### config.mk
export PLATFORM = sky130hd
export DESIGN_NAME = nvsc_host
export DESIGN_NICKNAME = d
export VERILOG_FILES = /design/src/rtl/nvsc_pkg.sv /design/src/rtl/nvsc_host.sv /design/src/rtl/nvsc_wait.sv
export SDC_FILE = /design/constraint.sdc
export NUM_CORES = 1
export LEC_CHECK = 0
export ABC_AREA = 1
export BUFFER_PORTS_ARGS = -buffer_cell sky130_fd_sc_hd__buf_2
export CAP_MARGIN = 0
export CORE_AREA = 2 2 84 106
export CTS_BUF_LIST = sky130_fd_sc_hd__clkbuf_16
export DETAILED_ROUTE_END_ITERATION = 12
export DIE_AREA = 0 0 86 108
export GPL_ROUTABILITY_DRIVEN = 0
export PLACE_DENSITY = 0.89
export SLEW_MARGIN = 20
export SYNTH_ARGS = -nofsm -noshare
export SYNTH_HDL_FRONTEND = slang
export SYNTH_HIERARCHICAL = 1
export SYNTH_SLANG_ARGS = --single-unit
### constraint.sdc
create_clock -name clk_i -period 6 [get_ports clk_i]
set_input_delay 0.9 -clock clk_i [delete_from_list [all_inputs] [get_ports clk_i]]
set_output_delay 0.9 -clock clk_i [all_outputs]
set_load 0.01 [all_outputs]
### src/rtl/nvsc_pkg.sv
// package for the nonvolatile sram host controller: timing, sequence addresses, carriers
// assumes a 20 MHz clock (50 ns period)
package nvsc_pkg;
	localparam int CLK_NS = 50;
	localparam int ADDR_W = 13;
	localparam int DATA_W = 8;
	// timing figures in their own units
	localparam int RECALL_DURATION_US = 20;
	localparam int STORE_DURATION_MS = 10;
	localparam int INHIBIT_ONSET_DELAY_US = 1;
	localparam int INHIBIT_RELEASE_DELAY_NS = 300;
	localparam int EXTERNAL_STORE_PULSE_NS = 250;
	localparam int SEQ_READ_NS = 55;
	localparam int SEQUENCE_SELECT_PULSE_NS = 45;
	// derived cycle counts, least times rounded up, longest rounded down
	localparam int RECALL_CYC = (RECALL_DURATION_US * 1000) / CLK_NS;
	localparam int STORE_CYC = (STORE_DURATION_MS * 1000000) / CLK_NS;
	localparam int ONSET_CYC = (INHIBIT_ONSET_DELAY_US * 1000 + CLK_NS - 1) / CLK_NS;
	localparam int RELEASE_CYC = INHIBIT_RELEASE_DELAY_NS / CLK_NS;
	localparam int HSB_PULSE_CYC = (EXTERNAL_STORE_PULSE_NS + CLK_NS - 1) / CLK_NS;
	localparam int SEQ_READ_CYC = (SEQ_READ_NS + CLK_NS - 1) / CLK_NS;
	localparam int SEL_PULSE_CYC = (SEQUENCE_SELECT_PULSE_NS + CLK_NS - 1) / CLK_NS;
	localparam int SEQ_STEPS = 6;
	localparam logic [12:0] SEQ_A0 = 13'h0000;
	localparam logic [12:0] SEQ_A1 = 13'h1555;
	localparam logic [12:0] SEQ_A2 = 13'h0aaa;
	localparam logic [12:0] SEQ_A3 = 13'h1fff;
	localparam logic [12:0] SEQ_A4 = 13'h10f0;
	localparam logic [12:0] SEQ_STORE = 13'h0f0f;
	localparam logic [12:0] SEQ_RECALL = 13'h0f0e;
	localparam logic [1:0] CMD_READ = 2'h0;
	localparam logic [1:0] CMD_WRITE = 2'h1;
	localparam logic [1:0] CMD_SW_STORE = 2'h2;
	localparam logic [1:0] CMD_SW_RECALL = 2'h3;
	typedef struct packed {
		logic [1:0] op;
		logic [12:0] addr;
		logic [7:0] wdata;
	} nvsc_req_t;
	typedef struct packed {
		logic chip_sel_n;
		logic wr_en_n;
		logic out_en_n;
		logic [12:0] addr_bus;
	} nvsc_pins_t;
endpackage : nvsc_pkg

### src/rtl/nvsc_host.sv
// host controller driving an 8k x 8 nonvolatile sram over its pins
// assumes pins are synchronous to clk_i; the bench resolves data_bus and store_busy_n wires
//
// What this block does
// - hold store_busy_n low at least 250 ns for a hardware store
// - store_busy_n is open drain; only pull low, never drive high
// - each initiation read lasts at least 55 ns; here chip_sel_n is low for ACC_CYCLES - 1 cycles, which is 50 ns
// - keep wr_en_n high while chip_sel_n low in the sequence
// - one chip_sel_n low pulse per sequence address
// - store sequence: 0000 1555 0aaa 1fff 10f0 0f0f
// - write: chip_sel_n and wr_en_n low, address stable, data at rising edge
// - keep out_en_n high during writes
// - recall sequence ends with 0f0e instead of 0f0f
`timescale 1ns/1ns
`default_nettype none
module nvsc_host #(
	parameter int STORE_CYCLES = nvsc_pkg::STORE_CYC,
	parameter int RECALL_CYCLES = nvsc_pkg::RECALL_CYC,
	parameter int ACC_CYCLES = nvsc_pkg::SEQ_READ_CYC
) (
	input wire logic clk_i,
	input wire logic srst_i,
	input wire logic req_valid_i,
	input wire nvsc_pkg::nvsc_req_t req_i,
	input wire logic hw_store_i,
	output logic req_ready_o,
	output logic rsp_valid_o,
	output logic [7:0] rsp_data_o,
	output logic busy_o,
	output logic chip_sel_n_o,
	output logic wr_en_n_o,
	output logic out_en_n_o,
	output logic [12:0] addr_bus_o,
	input wire logic [7:0] data_bus_i,
	output logic [7:0] data_bus_o,
	output logic data_bus_oe_o,
	input wire logic store_busy_n_i,
	output logic store_busy_n_o,
	output logic store_busy_n_oe_o
);
	typedef enum logic [3:0] {
		S_POWERUP = 4'h0,
		S_IDLE = 4'h1,
		S_ACC = 4'h3,
		S_GAP = 4'h2,
		S_NVWAIT = 4'h6,
		S_HSB = 4'h7,
		S_HSBWAIT = 4'h5,
		S_RECOVER = 4'h4
	} nvsc_state_t;

	nvsc_state_t state;
	nvsc_pkg::nvsc_req_t cur;
	logic [2:0] step;
	logic [17:0] acc_cnt;
	logic wait_load;
	logic [17:0] wait_count;
	logic wait_done;

	function automatic logic [12:0] nvsc_seq_addr(input logic [2:0] s, input logic [1:0] op);
		case (s)
			3'h0: nvsc_seq_addr = nvsc_pkg::SEQ_A0;
			3'h1: nvsc_seq_addr = nvsc_pkg::SEQ_A1;
			3'h2: nvsc_seq_addr = nvsc_pkg::SEQ_A2;
			3'h3: nvsc_seq_addr = nvsc_pkg::SEQ_A3;
			3'h4: nvsc_seq_addr = nvsc_pkg::SEQ_A4;
			default: nvsc_seq_addr = (op == nvsc_pkg::CMD_SW_STORE) ? nvsc_pkg::SEQ_STORE :
				nvsc_pkg::SEQ_RECALL;
		endcase
	endfunction : nvsc_seq_addr

	function automatic logic nvsc_is_seq(input logic [1:0] op);
		nvsc_is_seq = (op == nvsc_pkg::CMD_SW_STORE) || (op == nvsc_pkg::CMD_SW_RECALL);
	endfunction : nvsc_is_seq

	nvsc_wait #(
		.W(18)
	) u_wait (
		.clk_i(clk_i),
		.srst_i(srst_i),
		.load_i(wait_load),
		.count_i(wait_count),
		.done_o(wait_done)
	);

	// wait loads: nonvolatile durations and hardware pulse
	always_comb begin
		wait_load = 1'b0;
		wait_count = '0;
		if (state == S_POWERUP && srst_i == 1'b0 && step == 3'h0) begin
			wait_load = 1'b1;
			wait_count = 18'(RECALL_CYCLES);
		end else if (state == S_GAP && nvsc_is_seq(cur.op) && step == 3'(nvsc_pkg::SEQ_STEPS)) begin
			wait_load = 1'b1;
			wait_count = (cur.op == nvsc_pkg::CMD_SW_STORE) ? 18'(STORE_CYCLES) :
				18'(RECALL_CYCLES);
		end else if (state == S_IDLE && hw_store_i) begin
			wait_load = 1'b1;
			wait_count = 18'(nvsc_pkg::HSB_PULSE_CYC);
		end else if (state == S_HSBWAIT && step == 3'h1) begin
			// device may serve on for the onset delay before it inhibits
			wait_load = 1'b1;
			wait_count = 18'(nvsc_pkg::ONSET_CYC);
		end else if (state == S_HSBWAIT && step == 3'h3 && store_busy_n_i) begin
			wait_load = 1'b1;
			wait_count = 18'(nvsc_pkg::RELEASE_CYC + 1);
		end
	end

	// main sequencer
	always_ff @(posedge clk_i) begin
		if (srst_i) begin
			state <= S_POWERUP;
			step <= 3'h0;
			acc_cnt <= '0;
			cur <= '0;
		end else begin
			case (state)
				S_POWERUP: begin
					step <= 3'h1;
					if (step != 3'h0 && wait_done) begin
						state <= S_IDLE;
						step <= 3'h0;
					end
				end
				S_IDLE: begin
					step <= 3'h0;
					if (hw_store_i) begin
						state <= S_HSB;
					end else if (!store_busy_n_i) begin
						// another agent holds the line: device inhibited
						state <= S_HSBWAIT;
						step <= 3'h3;
					end else if (req_valid_i) begin
						cur <= req_i;
						acc_cnt <= 18'(ACC_CYCLES);
						state <= S_ACC;
					end
				end
				S_ACC: begin
					if (acc_cnt > 18'h1) begin
						acc_cnt <= acc_cnt - 18'h1;
					end else begin
						state <= S_GAP;
						if (nvsc_is_seq(cur.op)) begin
							step <= step + 3'h1;
						end
					end
				end
				S_GAP: begin
					if (nvsc_is_seq(cur.op) && step != 3'(nvsc_pkg::SEQ_STEPS)) begin
						acc_cnt <= 18'(ACC_CYCLES);
						state <= S_ACC;
					end else if (nvsc_is_seq(cur.op)) begin
						state <= S_NVWAIT;
					end else begin
						state <= S_IDLE;
					end
				end
				S_NVWAIT: begin
					if (wait_done) begin
						state <= S_HSBWAIT;
						step <= 3'h3;
					end
				end
				S_HSB: begin
					if (wait_done) begin
						state <= S_HSBWAIT;
						step <= 3'h1;
					end
				end
				S_HSBWAIT: begin
					// step 1 loads the onset wait, 2 waits it out, 3 waits for the line
					if (step == 3'h1) begin
						step <= 3'h2;
					end else if (step == 3'h2) begin
						if (wait_done) begin
							step <= 3'h3;
						end
					end else if (step == 3'h3 && store_busy_n_i) begin
						state <= S_RECOVER;
					end
				end
				S_RECOVER: begin
					if (wait_done) begin
						state <= S_IDLE;
					end
				end
				default: state <= S_IDLE;
			endcase
		end
	end

	// pin drive, registered
	always_ff @(posedge clk_i) begin
		if (srst_i) begin
			chip_sel_n_o <= 1'b1;
			wr_en_n_o <= 1'b1;
			out_en_n_o <= 1'b1;
			addr_bus_o <= '0;
			data_bus_o <= '0;
			data_bus_oe_o <= 1'b0;
		end else begin
			chip_sel_n_o <= 1'b1;
			wr_en_n_o <= 1'b1;
			out_en_n_o <= 1'b1;
			data_bus_oe_o <= 1'b0;
			if (state == S_ACC && acc_cnt > 18'h1) begin
				chip_sel_n_o <= 1'b0;
				if (cur.op == nvsc_pkg::CMD_WRITE) begin
					wr_en_n_o <= 1'b0;
					data_bus_oe_o <= 1'b1;
					data_bus_o <= cur.wdata;
				end else begin
					out_en_n_o <= 1'b0;
				end
			end
			if (state == S_IDLE && req_valid_i && !hw_store_i && store_busy_n_i) begin
				addr_bus_o <= nvsc_is_seq(req_i.op) ? nvsc_pkg::SEQ_A0 : req_i.addr;
			end else if (state == S_GAP && nvsc_is_seq(cur.op) && step != 3'(nvsc_pkg::SEQ_STEPS)) begin
				addr_bus_o <= nvsc_seq_addr(step, cur.op);
			end
		end
	end

	// store_busy_n pull-down, never driven high
	always_ff @(posedge clk_i) begin
		if (srst_i) begin
			store_busy_n_oe_o <= 1'b0;
			store_busy_n_o <= 1'b0;
		end else begin
			store_busy_n_oe_o <= (state == S_HSB) && !wait_done;
			store_busy_n_o <= 1'b0;
		end
	end

	// answers
	always_ff @(posedge clk_i) begin
		if (srst_i) begin
			rsp_valid_o <= 1'b0;
			rsp_data_o <= '0;
			req_ready_o <= 1'b0;
			busy_o <= 1'b1;
		end else begin
			rsp_valid_o <= 1'b0;
			if (state == S_ACC && acc_cnt == 18'h1 && cur.op == nvsc_pkg::CMD_READ) begin
				rsp_valid_o <= 1'b1;
				rsp_data_o <= data_bus_i;
			end else if (state == S_RECOVER && wait_done) begin
				rsp_valid_o <= 1'b1;
			end else if (state == S_ACC && acc_cnt == 18'h1 && cur.op == nvsc_pkg::CMD_WRITE) begin
				rsp_valid_o <= 1'b1;
			end
			req_ready_o <= (state == S_IDLE) && !req_valid_i && !hw_store_i && store_busy_n_i;
			busy_o <= (state != S_IDLE);
		end
	end
endmodule : nvsc_host
`default_nettype wire

### src/rtl/nvsc_wait.sv
// down counter that measures a wait in clock cycles
// load starts it; done is high while idle
`timescale 1ns/1ns
`default_nettype none
module nvsc_wait #(
	parameter int W = 18
) (
	input wire logic clk_i,
	input wire logic srst_i,
	input wire logic load_i,
	input wire logic [W-1:0] count_i,
	output logic done_o
);
	logic [W-1:0] cnt;
	always_ff @(posedge clk_i) begin
		if (srst_i) begin
			cnt <= '0;
		end else if (load_i) begin
			cnt <= count_i;
		end else if (cnt != '0) begin
			cnt <= cnt - 1'b1;
		end
	end
	assign done_o = (cnt == '0) && !load_i;
endmodule : nvsc_wait
`default_nettype wire

==> Word-level counts from Yosys, hierarchy flattened <==
Index checks and enable logic that the tools add are counted.
{ "totals": {"ff_bits": 90, "input_bits": 36, "out_inout_bits": 38, "elab_cells": 161} }
{ "op_classes": {"add_sub_neg": 3, "n_lt_le_gt_ge": 1, "n_eq_ne": 36, "mux": 53, "bitwise": 3, "reduce_logical": 48} }
{ "op_table": {"columns": ["op", "n"], "rows": [
  ["two-way mux 18 bit", 10],
  ["case mux 13 bit (5 select lines)", 1],
  ["case mux 18 bit (3 select lines)", 1],
  ["two-way mux 4 bit", 10],
  ["two-way mux 13 bit", 3],
  ["subtractor 18 x 1 -> 18 bit, second input constant", 2],
  ["case mux 4 bit (7 select lines)", 1],
  ["two-way mux 3 bit", 9],
  ["logical AND 1 bit", 25],
  ["!= test 2 bit, second input constant", 11],
  ["equality test 18 x 1 -> 1 bit, second input constant", 1],
  ["greater-than comparator 18 x 1 -> 1 bit, second input constant", 1],
  ["zero test 18 bit", 1],
  ["case mux 3 bit (6 select lines)", 1],
  ["nonzero test 18 bit", 1],
  ["equality test 4 x 3 -> 1 bit, second input constant", 4],
  ["two-way mux 1 bit", 13],
  ["two-way mux 5 bit", 2],
  ["equality test 2 bit, second input constant", 4],
  ["equality test 4 x 2 -> 1 bit, second input constant", 2],
  ["AND reduction 8 bit", 1],
  ["equality test 3 x 2 -> 1 bit, second input constant", 2],
  ["equality test 3 bit, second input constant", 2],
  ["!= test 2 x 1 -> 1 bit, second input constant", 3],
  ["other kinds (23)", 33]
]} }

==> Depth between registers and ports, before layout <==
Gate-level depths: netlist of the first run.
{ "depth": {"word_depth": 14, "ltp_mapped": 19, "depth_no_buf": 18} }

==> By module <==
Netlist of the first run, hierarchy kept.
{ "by_module_without_submodules": {"columns": ["module", "instances", "cells_per_inst", "area_each_um2", "seq_area_each_um2"], "rows": [
  ["nvsc_host", 1, 577, 3787.4, 1421.4],
  ["nvsc_wait", 1, 202, 1214.9, 360.3]
]} }

==> Worst setup path before layout of the first run <==
Ideal clock, no wire load.
{ "synth_path": {"path_type": "in2reg", "from": "input port srst_i", "to": "register step[2]", "setup_time_ns": 0.116, "arrival_ns": 2.375, "required_ns": 5.884, "slack_ns": 3.509, "stages": 14, "n_path_buf": 1, "path_cell_list": "nor4_1 > nor2_1 > nand4_1 > buf_2 > nor2_1 > nand3_4 > inv_1 > inv_1 > nand3_1 > o21ai_0 > nor2_1 > nand2_1 > o21ai_0 > nor2_1"} }
{ "synth_via": {"elab_chain_len": 10, "elab_cells_between_ends": 12, "classes_between": "1 x eq/ne; 5 x mux; 1 x bitwise; 5 x reduce/logical"} }
{ "synth_rtl": {"columns": ["item", "line_no", "text"], "rows": [
  ["start: declaration", "nvsc_host.sv:22", "input wire logic srst_i,"],
  ["inverter 1 bit (*)", "nvsc_host.sv:90", "if (state == S_POWERUP && srst_i == 1'b0 && step == 3'h0) begin"],
  ["logical AND 1 bit (*) (2 in a row)", "nvsc_host.sv:90", null],
  ["two-way mux 1 bit (*)", "nvsc_host.sv:90", null],
  ["net wait_load", "nvsc_host.sv:56", "logic wait_load;"],
  ["zero test 1 bit (*)", "nvsc_wait.sv:24", "assign done_o = (cnt == '0) && !load_i;"],
  ["logical AND 1 bit (*)", "nvsc_wait.sv:24", null],
  ["net wait_done", "nvsc_host.sv:58", "logic wait_done;"],
  ["two-way mux 3 bit (3 in a row)", null, null],
  ["case mux 3 bit (6 select lines)", null, null],
  ["end signal: assignment", "nvsc_host.sv:146", "step <= step + 3'h1;"],
  ["end: declaration", "nvsc_host.sv:54", "logic [2:0] step;"]
]} }
Mark *: on every way through the listed nets, which the timed path passes. The rest lies on a longest branch. The select of a mux whose other input is x is not followed.
A chain may end at the register's enable or synchronous reset.

==> Worst setup path in the final report of the first run <==
Ends and elaborated chain as after synthesis.

==> summary.txt, run 1 <==
Floorplan
  • Die Span Y: ~110 um
  • Die area: 9288 um2
  • Die width: approximately 86 um
  • Core area: 8194 um2
  • Row count: 37
  • IO Pins: 74
  • Initial core utilization: between 60% and 70%

Detailed routing
  • Initial DRC count: 365
  • Via/cell ratio: 5.504
  • DRT antenna net count: 0
  • DR pass1 iterations: 5
  • Final Routed Wirelength: 12.31 mm
  • WL met3: between 700 and 800 um
  • Met1 wire length: 4.993 mm
  • Vias: 5207
  • Max Used Layer: met4
  • Drt wl/cell: around 13 um
  • DRC: 0
  • Routed length on met2: between 6 and 7 mm

Logic synthesis
  • Post-Syn Area per Cell: 6.421 um2
  • Ys Warns: 6
  • Ys async rst share: 0%
  • Number of synthesized flops with an enable pin: 0
  • Seq/Total Area, Yosys: 35.62%
  • Count of cell types in the netlist: 41
  • Main synth FF type: dfxtp_1
  • Syn Inst Count: 779
  • Synth Cell Area: 5002 um2
  • Seq cells post-synth: 89

Global routing
  • Vias in the first global route: 4868
  • First-pass GRT wire length: approximately 21 mm
  • Grt ovf: 0
  • Largest net degree at the start of global routing: 48
  • Gr usage total: 27.69%
  • Initial antenna violation count: 0

CTS
  • CTS clk-pin slew, worst paths: 0.07 ns
  • Setup Buffers After CTS: 0
  • Clock sink count: 89
  • Post-CTS Hold Buffers: 0
  • Clock latency on the worst-skew pair: ~0.35 ns
  • TritonCTS Buffers: 9
  • CTS tree: yes
  • H-tree depth: 3
  • Maximum clock path buffer count: 2
  • Clock Root Buffer: clkbuf_16
  • PostCTS Resize Cnt: 0

Pwr
  • Max VDD drop: 0.0002311 V
  • Leak: 2.831 nW
  • Power per cell area: 444.8 nW/um2
  • Total power: 2.519 mW

Placement
  • Pre-CTS setup slack: 2.189 ns
  • DP HPWL: 8.814 mm
  • Dpl cells: 930
  • IO Port Bufs: 72

Worst setup path
  • Peak per-stage delay on the critical path: 0.53 ns
  • Top Family by Delay on Critical Path: simple AND/OR/NAND/NOR gates
  • CP max-delay cell: nand4_1
  • Critical Path, Cell by Cell: buf_2, nor4_1, nor2_1, nand4_1, nor2_1, nand3_4, inv_1, inv_1, nand3_1, o21ai_0, nor2_1, nand2_1, inv_1, nor2_1, nor2_1
  • Bufs and invs on worst path: 4
  • CP endpoint kind: register
  • Startpoint Class: input pin
  • Most numerous cell on the critical path: nor2_1
  • Worst Path Arrival: 3.91 ns
  • CP Data Required Time: 6.29 ns
  • Critical path type: in -> reg
  • Max FO, Critical Path: 34

Timing
  • Final Critical Period: 3.623 ns
  • Pins Over Slew Limit: 0
  • Final WS setup: 2.377 ns
  • Slew HR: 55.20%
  • RSZ-0062 raised after global routing: no
  • Final hold violation count: 0
  • Period utilization: roughly 60%
  • Min Hold Slack: ~0.48 ns
  • Worst slew pin tran: 0.6712 ns
  • Fmax: roughly 0.28 GHz
  • Setup TNS: 0 ns
  • Setup-failing EPs final: 0
  • Clock skew: 0.007127 ns

Outcome
  • Status: complete, no violations

Cells and area
  • Most common cell after layout, fill and taps aside: nand2_1
  • N_diodes: 0
  • Final net count: ~890
  • Final std cells w/o fill: 946
  • Filler cells: about 670
  • Area grow syn2layout: 13.21%
  • Share of cells above drive strength 1: between 10% and 20%
  • Most frequent cells in the layout: nand2_1, nor2_1, dfxtp_1

Job
  • Max-cap violations: 0

Worst hold path
  • Worst min-delay path category: reg -> reg
## metal layers
layer,track usage (%),up-vias
li1,-,2604
met1,32.29,2338
met2,48.50,212
met3,5.191,53
met4,13.15,0
met5,0,-
## metrics by stage
step / instance area, um2 / utilization, %
3_5_place_dp: 5373 / 65.57
4_1_cts: 5663 / 69.11
3_3_place_gp: 5373 / 65.57
6_report: 5663 / 69.11
2_1_floorplan: 5029 / -
5_1_grt: 5663 / 69.11
## logic make-up after synthesis
| kind of cell | after synthesis | synth area share, % |
|---|---|---|
| other | 1 | 0.07497 |
| flip-flops | 89 | 35.62 |
| adder cells (fa/ha/maj) | 8 | 2.001 |
| XOR/XNOR | 8 | 1.401 |
| AND/OR/NAND/NOR | 480 | 42.67 |
| buffers and inverters | 99 | 8.354 |
| AO/OA/AOI/OAI | 94 | 9.880 |
## synth_stat cells, types with 4 or more instances
master	n	share of area (%)
nand2_2	7	0.88
nor2_2	11	1.4
inv_1	67	5.0
dfxtp_1	89	36
a21oi_1	30	3.0
nand4_1	8	1.0
clkbuf_1	10	0.75
inv_2	5	0.38
nor2_4	7	1.6
o21ai_0	47	4.7
ha_1	8	2.0
a31oi_1	11	1.4
xnor2_1	5	0.88
nor2_1	156	12
or2_2	4	0.50
nand2_1	198	15
nand3_1	70	7.0
buf_2	8	0.80
## sequential cells by signal, summed over array words and instances (netlist names), 3 cells and up
name        flops
u_wait/cnt     18
data_bus_o      8
acc_cnt        18
rsp_data_o      8
cur            10
addr_bus_o     13
step            3
state           3
## tightest hold or removal path, cell delays in order, from the launching register on
cell and delay [ns]:
dfxtp_1 0.32, nor2_1 0.04, nor2_1 0.08
## path summary, 6_finish.rpt
| kind | from | to | slack (ns) | cells past startpoint |
|---|---|---|---|---|
| setup / recovery | srst_i | step[2]$_SDFFE_PP0P_ | 2.38 | 15 |
| hold / removal | rsp_data_o[1]$_SDFFE_PP0P_ | rsp_data_o[1]$_SDFFE_PP0P_ | 0.48 | 2 |
| setup reg to reg | state[2]$_SDFFE_PP0P_ | step[2]$_SDFFE_PP0P_ | 2.47 | 16 |
| hold reg to reg | rsp_data_o[1]$_SDFFE_PP0P_ | rsp_data_o[1]$_SDFFE_PP0P_ | 0.48 | 2 |
## power by group
group / switching, mW / internal, mW / leakage [nW]
logic: 0.784 / 0.395 / 1.97
registers: 0.109 / 0.681 / 0.722
clock network: 0.262 / 0.289 / 0.137
## layout make-up
type | count | area, um2 | area share (%)
clock buffers | 9 | 225.2 | 3.977
inverters | 74 | 280.3 | 4.949
well taps | 97 | 121.4 | 2.143
flip-flops and latches | 89 | 1782 | 31.46
repair buffers | 72 | 360.3 | 6.363
multi-input cells | 598 | 2829 | 49.96
clock inverters | 7 | 65.06 | 1.149
No activity file was read; power rests on OpenSTA's default activity.
==> run 2, diff against run 1 <==
Settings changed: CORE_AREA 2 2 84 106 to 2 2 87 109, DIE_AREA 0 0 86 108 to 0 0 89 111, PLACE_DENSITY 0.89 to 0.84.
Clock period 6 ns to 3.5 ns, I/O delays scaled along.
==> run 2 against run 1 <==
Effect of this change:
- first-iteration DRC count decreased by 0.27%
- cell area increased by 0.91%
- critical path depth decreased by 5
- setup slack got worse by 1.7 ns
- total power increased by 71%
- via count decreased by 2.9%
- hold slack got worse by 0.066 ns
- final cell count increased by 3.0%
- global-route usage decreased by 2.0 points
- register-to-register slack got worse by 1.8 ns
- combinational power increased by 71%
- sequential cell count unchanged
==> summary.txt, run 2 (synthesis gave the netlist of run 1 again) <==
Cells and area
  • Final net count: 890
  • Final core area utilization: 63.64%
  • Area of the multi-input gates: 2829 um2
  • Flip-flop and latch area: 1782 um2
  • Share of cells above drive strength 1: 16.10%
  • Area grow syn2layout: 14.23%
  • N_diodes: 0
  • Most frequent cells in the layout: nand2_1, nor2_1, dfxtp_1
  • Most common cell after layout, fill and taps aside: nand2_1
  • Largest registers: acc_cnt: 18 flops, u_wait/cnt: 18 flops, addr_bus_o: 13 flops
  • Filler cells: 866

Timing
  • Slew HR: a little over half
  • Clock skew: 0.007988 ns
  • Period utilization: 80.10%
  • RSZ-0062 raised after global routing: no
  • Fmax: 0.3567 GHz
  • Pins Over Slew Limit: 0
  • Worst slew pin tran: 0.6758 ns
  • Setup TNS: 0 ns
  • Final hold violation count: 0
  • Setup-failing EPs final: 0
  • Final Critical Period: between 2 and 3 ns

Global routing
  • Gr usage total: 25.71%
  • First-pass GRT wire length: 20.42 mm
  • Grt ovf: 0
  • Largest net degree at the start of global routing: 48
  • Vias in the first global route: roughly 4600
  • Initial antenna violation count: 0

Detailed routing
  • DRC: 0
  • DRT antenna net count: 0
  • Initial DRC count: between 300 and 400
  • Drt wl/cell: 12.33 um
  • Final Routed Wirelength: 12.01 mm
  • Vias: 5055
  • Via/cell ratio: about 5.2
  • DR pass1 iterations: 5

CTS
  • Setup Buffers After CTS: 0
  • Maximum clock path buffer count: 2
  • PostCTS Resize Cnt: 0
  • TritonCTS Buffers: 9
  • Clock sink count: 89
  • CTS clk-pin slew, worst paths: 0.07 ns
  • Clock Root Buffer: clkbuf_16
  • Clock latency on the worst-skew pair: 0.35 ns
  • H-tree depth: 3
  • CTS tree: yes
  • Post-CTS Hold Buffers: 0

Floorplan
  • Core area: 8979 um2
  • Row count: 39
  • IO Pins: 74
  • Die width: between 80 and 90 um
  • Die area: 9879 um2
  • Initial core utilization: 55.71%
  • Die Span Y: 111 um

Pwr
  • Max VDD drop: 0.0004183 V
  • Power per cell area: 755.2 nW/um2
  • Leak: 2.851 nW

Placement
  • IO Port Bufs: 72
  • DP HPWL: 8.604 mm

Worst setup path
  • Max FO, Critical Path: 23
  • CP endpoint kind: register
  • Startpoint Class: register
  • Worst Path Arrival: slightly above 3 ns
  • Critical path type: reg -> reg
  • CP max-delay cell: dfxtp_1
  • Critical Path, Cell by Cell: nor3_2, nand3_1, inv_1, nor2_1, nand4_1, buf_4, inv_1, nand4_2, nand2_1, nor2_1
  • CP Data Required Time: ~3.7 ns
  • Peak per-stage delay on the critical path: 0.72 ns

Job
  • Max-cap violations: 0

Worst hold path
  • Worst min-delay path category: in -> reg

Outcome
  • Status: complete, no violations
## run 2: changes by cell type in the layout (fill, tap and decap cells not counted)
cell / previous run / this run
inv_8: 1 / 3
clkinv_2: 1 / 0
clkinv_8: 1 / 0
inv_6: 1 / 2
buf_4: 0 / 2
clkinvlp_4: 2 / 0
clkinv_4: 1 / 2
## run 2: per-stage QoR
| stage | instances | setup slack, ns | cell area (um2) | hold WS [ns] | total power [mW] |
|---|---|---|---|---|---|
| after floorplan | 786 | 1.106 | 5029 | 0.4547 | 2.972 |
| after detailed placement | 958 | 0.7436 | 5420 | 0.4680 | 3.350 |
| final | 974 | 0.6964 | 5714 | 0.4120 | 4.315 |
| after CTS | 974 | 0.7391 | 5714 | 0.4090 | 4.309 |
| after global routing | 974 | 0.3456 | 5714 | 0.4310 | 4.692 |
| after global placement | 958 | 0.8224 | 5420 | 0.4597 | 3.324 |
## run 2: worst paths after layout
path / from / endpoint / slack [ns] / depth (start not counted)
worst min register to register: rsp_data_o[1]$_SDFFE_PP0P_ / rsp_data_o[1]$_SDFFE_PP0P_ / 0.48 / 2
worst min-delay path: req_i[15] / addr_bus_o[7]$_SDFFE_PP0P_ / 0.41 / 3
worst max-delay path: state[2]$_SDFFE_PP0P_ / u_wait/cnt[15]$_SDFFE_PP0N_ / 0.70 / 10
worst max register to register: state[2]$_SDFFE_PP0P_ / u_wait/cnt[15]$_SDFFE_PP0N_ / 0.70 / 10
## run 2: cell type report
class                           instances  share of cell area, %
Clock buffer                            9                  3.941
Clock inverter                          7                  1.204
Inverter                               74                  4.905
Multi-Input combinational cell        598                  49.51
Sequential cell                        89                  31.18
Tap cell                              123                  2.693
Timing Repair Buffer                   74                  6.569
## run 2: metal layers
layer  GRT usage, %  vias to the layer above  routed length, um
met5              0                        -                  0
met4          13.13                        0                436
met3          3.723                       36                574
met2          41.59                      149               5815
met1          32.64                     2261               5178
li1               -                     2609                  -
## run 2: worst max-delay path: cells and delay by family (launching register included)
family        cells  cell delay [ns]
flops             1             0.72
buf+inv           3             0.80
simple gates      7             1.16
## run 2: power by group
group | internal, mW | switching, mW | total (mW)
clock network | 0.504 | 0.450 | 0.954
logic | 0.687 | 1.33 | 2.02
registers | 1.17 | 0.173 | 1.34
